## src/core/cansf_pkg.sv

```systemverilog
// Shared constants and state types for the abort, select and filter control.
package cansf_pkg;

    // Register byte offsets on the Avalon-MM slave.
    localparam logic [4:0] OFS_ABORT_ACK = 5'h00;
    localparam logic [4:0] OFS_TX_SELECT = 5'h04;
    localparam logic [4:0] OFS_FILTER_CTL = 5'h08;
    localparam logic [4:0] OFS_EMPTY_FLAGS = 5'h0c;
    localparam logic [4:0] OFS_ABORT_REQ = 5'h10;
    localparam logic [4:0] OFS_INIT_CTL = 5'h14;
    localparam logic [4:0] OFS_TX_WINDOW = 5'h18;

    // Widths and counts.
    localparam int NUM_TXBUF = 3;
    localparam int DATA_W = 32;

    // Field positions.
    localparam int MODE_LSB = 4;
    localparam int MODE_MSB = 5;
    localparam int HIT_LSB = 0;
    localparam int HIT_MSB = 2;
    localparam int INIT_REQ_BIT = 0;
    localparam int INIT_ACK_BIT = 1;

    // Reset values.
    localparam logic [2:0] EMPTY_RST = 3'h7;
    localparam logic [2:0] FLAGS_RST = 3'h0;
    localparam logic [1:0] MODE_RST = 2'h0;
    localparam logic [DATA_W-1:0] WORD_ZERO = 32'h0000_0000;

    // Filter organisation.
    typedef enum logic [1:0] {
        FM_TWO_32 = 2'b00,
        FM_FOUR_16 = 2'b01,
        FM_EIGHT_8 = 2'b10,
        FM_CLOSED = 2'b11
    } cansf_mode_t;

    // Avalon-MM response codes.
    localparam logic [1:0] RESP_OKAY = 2'b00;
    localparam logic [1:0] RESP_SLVERR = 2'b10;
    localparam logic [1:0] RESP_DECERR = 2'b11;

    // Whole state of the control block.
    typedef struct packed {
        logic wait_req;
        logic [DATA_W-1:0] rdata;
        logic [1:0] resp;
        logic init_req;
        logic init_ack;
        logic init_mode;
        logic [2:0] empty;
        logic [2:0] queued;
        logic [2:0] abort_done;
        logic [2:0] abort_req;
        logic [2:0] select;
        cansf_mode_t mode;
        logic closed;
        logic [2:0] hit;
        logic [NUM_TXBUF-1:0][DATA_W-1:0] txbuf;
    } cansf_state_t;

endpackage

```

## src/core/cansf_lowest_one.sv

```systemverilog
// Lowest-set-bit picker for the transmit buffer select value.
`timescale 1ns/1ns
`default_nettype none

module cansf_lowest_one
    import cansf_pkg::*;
(
    // Raw select bits
    input wire logic [2:0] bits,
    // Picked buffer
    output logic [2:0] onehot,
    output logic [1:0] index,
    output logic any
);

    always_comb
    begin
        onehot = 3'h0;
        index = 2'h0;
        any = 1'b0;
        // Scan from the top so the lowest set bit is the last one kept.
        for (int i = NUM_TXBUF - 1; i >= 0; i--)
        begin
            if (bits[i])
            begin
                onehot = 3'h0;
                onehot[i] = 1'b1;
                index = 2'(i);
                any = 1'b1;
            end
        end
    end

endmodule // cansf_lowest_one

`default_nettype wire

```

## src/core/cansf_ctl.sv

```systemverilog
// Abort acknowledge, transmit buffer select and acceptance control block.
//
// Overview of operation
// - Abort acknowledge flags held at reset value in initialisation mode.
// - Abort acknowledge flags readable anytime; writes to them are ignored.
// - One abort flag per buffer, set when its message was cancelled.
// - Clearing a buffer empty flag also clears that buffer's abort flag.
// - Buffer select held at reset value during initialisation mode.
// - Buffer select writable only when request and acknowledge both clear.
// - Buffer select reads back only its lowest set bit.
// - Lowest set select bit maps that buffer into the transmit window.
// - Window access blocked while the selected buffer is queued.
// - With no buffer selected every window access is refused.
// - Filter control writable only in initialisation mode; hit read-only.
// - Mode field: two 32-bit, four 16-bit, eight 8-bit filters, or closed.
// - Closed filter accepts nothing; foreground buffer never reloaded.
// - Hit field reports binary index 0 to 7 of matching filter.
// - Hit field updated whenever a message enters the foreground buffer.
// - Empty flag set on successful send or granted abort; software clears.
// - Abort granted only before transmission starts or after failed attempt.
`timescale 1ns/1ns
`default_nettype none

module cansf_ctl
    import cansf_pkg::*;
(
    // Clock and reset
    input wire logic clk,
    input wire logic reset_n,
    // Avalon-MM slave
    input wire logic [4:0] avs_address,
    input wire logic avs_read,
    input wire logic avs_write,
    input wire logic [31:0] avs_writedata,
    input wire logic [3:0] avs_byteenable,
    output logic [31:0] avs_readdata,
    output logic [1:0] avs_response,
    output logic avs_waitrequest,
    // Transmit engine
    input wire logic [2:0] tx_sent,
    input wire logic [2:0] tx_failed,
    input wire logic [2:0] tx_active,
    output logic [2:0] tx_queued,
    output logic [2:0] tx_abort_pending,
    // Receive path
    input wire logic rx_to_foreground,
    input wire logic [2:0] rx_hit_index,
    output logic [1:0] filter_mode,
    output logic filter_closed,
    // Mode status
    output logic init_mode
);

    cansf_state_t st_r;
    cansf_state_t st_nxt;

    logic [2:0] sel_onehot;
    logic [1:0] sel_index;
    logic sel_any;
    logic [2:0] abort_grant;

    logic take;
    logic take_rd;
    logic fire_wr;
    logic in_init;
    logic out_init;
    logic lane0;
    logic win_open;
    logic [2:0] hit_shown;
    logic [DATA_W-1:0] win_word;

    // One write strobe per writable register, already qualified by any mode or window gate it has.
    logic wr_empty;
    logic wr_abort;
    logic wr_init;
    logic wr_select;
    logic wr_mode;
    logic wr_window;

    cansf_lowest_one u_pick (
        .bits(st_r.select),
        .onehot(sel_onehot),
        .index(sel_index),
        .any(sel_any)
    );

    // An abort can only win while the frame is not on the wire, or once
    // the engine has given up on the attempt in this very cycle.
    genvar g;
    generate
        for (g = 0; g < NUM_TXBUF; g++)
        begin : g_grant
            assign abort_grant[g] = st_r.abort_req[g] && !st_r.empty[g]
                && (!tx_active[g] || tx_failed[g]) && !tx_sent[g];
        end
    endgenerate

    always_comb
    begin
        st_nxt = st_r;
        take = (avs_read || avs_write) && st_r.wait_req;
        take_rd = take && avs_read;
        fire_wr = avs_write && !st_r.wait_req;
        in_init = st_r.init_req && st_r.init_ack;
        out_init = !st_r.init_req && !st_r.init_ack;
        lane0 = avs_byteenable[0];
        win_open = sel_any && st_r.empty[sel_index];
        hit_shown = st_r.hit;
        win_word = st_r.txbuf[sel_index];

        // Each register write is decoded once here, with any mode or window gate,
        // so the update code below only says what the write does.
        wr_empty = fire_wr && lane0 && out_init
            && avs_address == OFS_EMPTY_FLAGS;
        wr_abort = fire_wr && lane0 && out_init
            && avs_address == OFS_ABORT_REQ;
        wr_init = fire_wr && lane0 && avs_address == OFS_INIT_CTL;
        wr_select = fire_wr && lane0 && out_init
            && avs_address == OFS_TX_SELECT;
        wr_mode = fire_wr && lane0 && in_init
            && avs_address == OFS_FILTER_CTL;
        wr_window = fire_wr && win_open
            && avs_address == OFS_TX_WINDOW;

        // Every request waits exactly one cycle, then is answered.
        st_nxt.wait_req = !take;

        // The acknowledge trails the request by one clock.
        st_nxt.init_ack = st_r.init_req;

        // Software clears come first so hardware sets win the same cycle.
        if (wr_empty)
        begin
            for (int i = 0; i < NUM_TXBUF; i++)
            begin
                if (avs_writedata[i])
                begin
                    st_nxt.empty[i] = 1'b0;
                    st_nxt.abort_done[i] = 1'b0;
                end
            end
        end

        if (wr_abort)
        begin
            for (int i = 0; i < NUM_TXBUF; i++)
            begin
                if (avs_writedata[i] && !st_r.empty[i])
                begin
                    st_nxt.abort_req[i] = 1'b1;
                end
            end
        end

        for (int i = 0; i < NUM_TXBUF; i++)
        begin
            if (tx_sent[i])
            begin
                st_nxt.empty[i] = 1'b1;
                st_nxt.abort_req[i] = 1'b0;
                st_nxt.abort_done[i] = 1'b0;
            end
            if (abort_grant[i])
            begin
                st_nxt.empty[i] = 1'b1;
                st_nxt.abort_req[i] = 1'b0;
                st_nxt.abort_done[i] = 1'b1;
            end
        end

        if (wr_init)
        begin
            st_nxt.init_req = avs_writedata[INIT_REQ_BIT];
        end

        // A zero write leaves no bit set, so nothing is selected.
        if (wr_select)
        begin
            st_nxt.select = avs_writedata[2:0];
        end

        // Mode and hit share one byte; only the mode field is writable.
        if (wr_mode)
        begin
            st_nxt.mode =
                cansf_mode_t'(avs_writedata[MODE_MSB:MODE_LSB]);
        end

        // Window writes honour byte lanes and land only in an open buffer.
        if (wr_window)
        begin
            for (int b = 0; b < 4; b++)
            begin
                if (avs_byteenable[b])
                begin
                    st_nxt.txbuf[sel_index][b*8 +: 8] =
                        avs_writedata[b*8 +: 8];
                end
            end
        end

        // The hit index follows the foreground buffer; a closed filter
        // never lets a message through, so it never moves.
        if (rx_to_foreground && st_r.mode != FM_CLOSED)
        begin
            st_nxt.hit = rx_hit_index;
        end

        // Initialisation mode holds these at their reset values.
        if (in_init)
        begin
            st_nxt.abort_done = FLAGS_RST;
            st_nxt.select = FLAGS_RST;
        end

        st_nxt.init_mode = st_nxt.init_req && st_nxt.init_ack;
        st_nxt.closed = (st_nxt.mode == FM_CLOSED);

        // The queued pins get their own register so no inverter sits
        // between a flip-flop and the engine.
        st_nxt.queued = ~st_nxt.empty;

        // Read data and response are captured at the accepting edge and
        // stand for the answer cycle.
        if (take)
        begin
            st_nxt.rdata = WORD_ZERO;
            st_nxt.resp = RESP_OKAY;
            case (avs_address)
                OFS_ABORT_ACK:
                begin
                    st_nxt.rdata[2:0] = st_r.abort_done;
                end
                OFS_TX_SELECT:
                begin
                    st_nxt.rdata[2:0] = sel_onehot;
                end
                OFS_FILTER_CTL:
                begin
                    st_nxt.rdata[MODE_MSB:MODE_LSB] = st_r.mode;
                    st_nxt.rdata[HIT_MSB:HIT_LSB] = hit_shown;
                end
                OFS_EMPTY_FLAGS:
                begin
                    st_nxt.rdata[2:0] = st_r.empty;
                end
                OFS_ABORT_REQ:
                begin
                    st_nxt.rdata[2:0] = st_r.abort_req;
                end
                OFS_INIT_CTL:
                begin
                    st_nxt.rdata[INIT_REQ_BIT] = st_r.init_req;
                    st_nxt.rdata[INIT_ACK_BIT] = st_r.init_ack;
                end
                OFS_TX_WINDOW:
                begin
                    if (win_open)
                    begin
                        if (take_rd)
                        begin
                            st_nxt.rdata = win_word;
                        end
                    end
                    else
                    begin
                        st_nxt.resp = RESP_SLVERR;
                    end
                end
                default:
                begin
                    st_nxt.resp = RESP_DECERR;
                end
            endcase
            if (!take_rd)
            begin
                st_nxt.rdata = WORD_ZERO;
            end
        end
    end

    // All flags come up idle; every buffer starts empty and unselected.
    always_ff @(posedge clk or negedge reset_n)
    begin
        if (!reset_n)
        begin
            st_r.wait_req <= 1'b1;
            st_r.rdata <= WORD_ZERO;
            st_r.resp <= RESP_OKAY;
            st_r.init_req <= 1'b0;
            st_r.init_ack <= 1'b0;
            st_r.init_mode <= 1'b0;
            st_r.empty <= EMPTY_RST;
            st_r.queued <= ~EMPTY_RST;
            st_r.abort_done <= FLAGS_RST;
            st_r.abort_req <= FLAGS_RST;
            st_r.select <= FLAGS_RST;
            st_r.mode <= cansf_mode_t'(MODE_RST);
            st_r.closed <= 1'b0;
            st_r.hit <= FLAGS_RST;
            st_r.txbuf <= '0;
        end
        else
        begin
            st_r <= st_nxt;
        end
    end

    assign avs_readdata = st_r.rdata;
    assign avs_response = st_r.resp;
    assign avs_waitrequest = st_r.wait_req;
    // Pins are register fields only, so no decode glitch reaches them.
    assign tx_queued = st_r.queued;
    assign tx_abort_pending = st_r.abort_req;
    assign filter_mode = st_r.mode;
    assign filter_closed = st_r.closed;
    assign init_mode = st_r.init_mode;

endmodule // cansf_ctl

`default_nettype wire

```

## config.mk

```make
export PLATFORM = sky130hd
export DESIGN_NAME = cansf_ctl
export DESIGN_NICKNAME = d
export VERILOG_FILES = /design/src/core/cansf_pkg.sv /design/src/core/cansf_lowest_one.sv /design/src/core/cansf_ctl.sv
export SDC_FILE = /design/constraint.sdc
export NUM_CORES = 1
export LEC_CHECK = 0
export ABC_AREA = 1
export CELL_PAD_IN_SITES_DETAIL_PLACEMENT = 1
export CELL_PAD_IN_SITES_GLOBAL_PLACEMENT = 2
export CORE_UTILIZATION = 38
export CTS_CLUSTER_DIAMETER = 100
export DETAILED_ROUTE_END_ITERATION = 7
export DONT_BUFFER_PORTS = 1
export GPL_ROUTABILITY_DRIVEN = 0
export GPL_TIMING_DRIVEN = 0
export PLACE_DENSITY_LB_ADDON = 0.1
export SYNTH_ARGS = -nofsm -noshare
export SYNTH_HDL_FRONTEND = slang
export SYNTH_SLANG_ARGS = --single-unit
```

## constraint.sdc

```tcl
create_clock -name clk -period 1.9 [get_ports clk]
set_input_delay 0.19 -clock clk [delete_from_list [all_inputs] [get_ports clk]]
set_output_delay 0.19 -clock clk [all_outputs]
set_load 0.05 [all_outputs]
```

==> out/results.tsv <==
metric	value	unit
Setup TNS	0	ns
initial antenna violation count	1	
Mapped Nets	992	
Setup Viol. Count Final	0	
critical path arrival	2.11	ns
Tmin final	1.80	ns
standard-cell row count	51	
clk_lat worst skew	0.43	ns
Crit Path Category	flip-flop to flip-flop	
ranking of synthesized cells by area	dfrtp_1 (49%), nand2_1 (19%), nand4_1 (8.6%), buf_4 (4.2%), nand3_1 (3.7%)	
Hold Buf Count CTS	38	
CTS max path bufs	2	
total gr overflow	0	
final wirelength	24.5	mm
Fin Hold WS	-0.544	ns
Min-Delay Path Class	input pin to asynchronous set/reset pin	
Worst-path clk slew	0.06	ns
Peak VDD IR	0.000611	V
final net count	1060	
synthesis-to-finish area growth	22.4	%
Final Max Slew Viols	0	
failing checks	hold timing	
root buffer cell	clkbuf_16	
Pre-Repair DR Iteration Count	6	
via count	6719	
Area after DPL	8020	um^2
critical path endpoint category	flip-flop	
CTS Sinks	155	
dpl cells	1199	
DIE AREA	20800	um^2
endpoints failing hold	155	
Synth Warn #	0	
unrepaired setup endpoints after global routing	true	
Leak	4.89	nW
Post-DRT Antenna Nets	0	
starting density of the core	0.391	
outcome	finished with violations	
post-route cell area	9410	um^2
DRC	0	
core region area	19700	um^2
Power Density	881	nW/um^2
Vias/cell	5.25	
CTS tree	yes	
mapped cell area	7680	um^2
Num CTS Buffers	17	
post-synthesis sequential area ratio	0.505	
htree depth	4	
top cell type's share of synthesized area	0.492	
Mapped Cells	934	
commonest non-fill, non-tap cell in the layout	nand2_1	
die width	144	um
CP required	2.21	ns
synthesis-stage register bit count	155	
Total GRT Usage	0.252	
worst slew pin tran	0.640	ns
period utilisation layout	0.949	
IO buf count	0	
Synth area leader	dfrtp_1	
Setup crit start kind	flip-flop	
vias in the first global route	7209	
largest net degree at the start of global routing	156	
global-route wire length before repair	39.5	mm
DRT iter0 DRCs	335	
most frequent cells in the layout	nand2_1 (371), dfrtp_1 (149), nand4_1 (106), buf_4 (55), nand3_1 (49)	
Max-Cap Viols	0	
mean post-synth cell area	8.23	um^2
relative slew slack	0.573	
# IOs	103	
share of cells above drive strength 1	0.173	
Synth cell types	32	
Finished Layout Cells	1279	
Routed wire per std cell	19.2	um
DP Wirelength	16.8	mm
Die Y	144	um
Max Clock Freq	555	MHz
skew final	0.00730	ns
worst-path maximum fanout	10	
==> critical path, stage by stage, from the launching register on <==
cell     delay, ns
dfrtp_2       0.46
nor2_4        0.16
nand2_4       0.09
nand3_2       0.10
nand2_4       0.10
nor2_4        0.12
buf_12        0.16
buf_12        0.14
nand3_4       0.16
nand2_2       0.13
nand2_1       0.05
==> state kept, by name, summed over array words and instances, names as in the netlist <==
signal,flops
avs_readdata,32
avs_response,2
avs_waitrequest,1
filter_closed,1
filter_mode,2
hit_shown,3
init_mode,1
st_nxt,1
st_r,106
tx_abort_pending,3
tx_queued,3
==> kinds of logic after synthesis <==
kind of cell,count (synthesis),synth area share
AND/OR/NAND/NOR,593,0.344
multiplexers,3,0.00440
buffers and inverters,134,0.103
AO/OA/AOI/OAI,49,0.0433
flip-flops,155,0.505
==> final cells by class <==
class	count	area (um^2)
clock inverters	12	245
repair buffers	49	493
plain buffers	96	699
clock buffers	18	439
diodes	1	2.50
inverters	38	144
fillers	2395	10200
multi-input cells	645	3160
well taps	265	332
flip-flops and latches	155	3890
==> stage by stage <==
step / util / setup WS (ns) / total power, mW / hold WS [ns]
final: 0.479 / 0.0978 / 8.29 / -0.544
after detailed placement: 0.408 / -0.369 / 4.12 / -0.102
after CTS: 0.471 / 0.00280 / 8.31 / -0.563
after global placement: 0.408 / -0.349 / 4.11 / -0.102
after global routing: 0.479 / -0.0522 / 8.55 / -0.561
after floorplan: - / 0.240 / 3.89 / -0.106
==> where the power goes <==
group	leakage [nW]	switching (mW)	internal, mW	total [mW]
combinational	2.43	0.600	0.247	0.847
sequential	2.13	0.0609	3.35	3.42
clock	0.332	1.41	2.62	4.03
==> Yosys cell counts <==
cell type / instances
inv_1: 34
inv_2: 3
buf_2: 13
o21ai_0: 5
buf_12: 1
o22ai_1: 1
nand3_1: 57
o211ai_1: 26
clkinv_1: 1
a211oi_1: 4
dfrtp_1: 151
o21ai_1: 3
a21oi_1: 5
nand2_2: 2
a21boi_0: 3
dfstp_2: 4
clkbuf_1: 27
mux2_2: 3
nor2_4: 2
nand3b_1: 3
nand3_2: 6
buf_8: 5
nor2_1: 31
and3_1: 1
buf_4: 43
a31oi_1: 1
o31ai_1: 1
buf_6: 5
nor2_2: 4
nand2_1: 381
nand4_1: 106
buf_1: 2
==> per-layer routing <==
layer,up-vias,GRT usage,part of all wire
met5,-,0,0
met4,0,0.0637,0.010
met3,21,0.0454,0.047
met2,147,0.425,0.49
met1,3342,0.334,0.45
li1,3209,-,-
==> final timing paths <==
kind	from	to	depth (start not counted)	slack (ns)
worst max-delay path	st_r[103]	st_r[70]	10	0.1
worst min-delay path	reset_n	tx_abort_pending[0]	0	-0.54
worst max register to register	st_r[103]	st_r[70]	10	0.1
worst min register to register	st_r[76]	st_r[76]	2	0.47
max in group asynchronous	reset_n	st_r[116]	0	2.07
min in group clk	tx_active[1]	st_r[109]	3	0.04
==> timing repair <==
item                                    CTS  global route
gates cloned                              0             1
resized for setup                        41            31
setup buffers                             4             6
hold endpoints to repair                271           155
pin swaps                                 3             3
endpoints found under the setup margin  130           122
(Power assumes the default switching activity.)
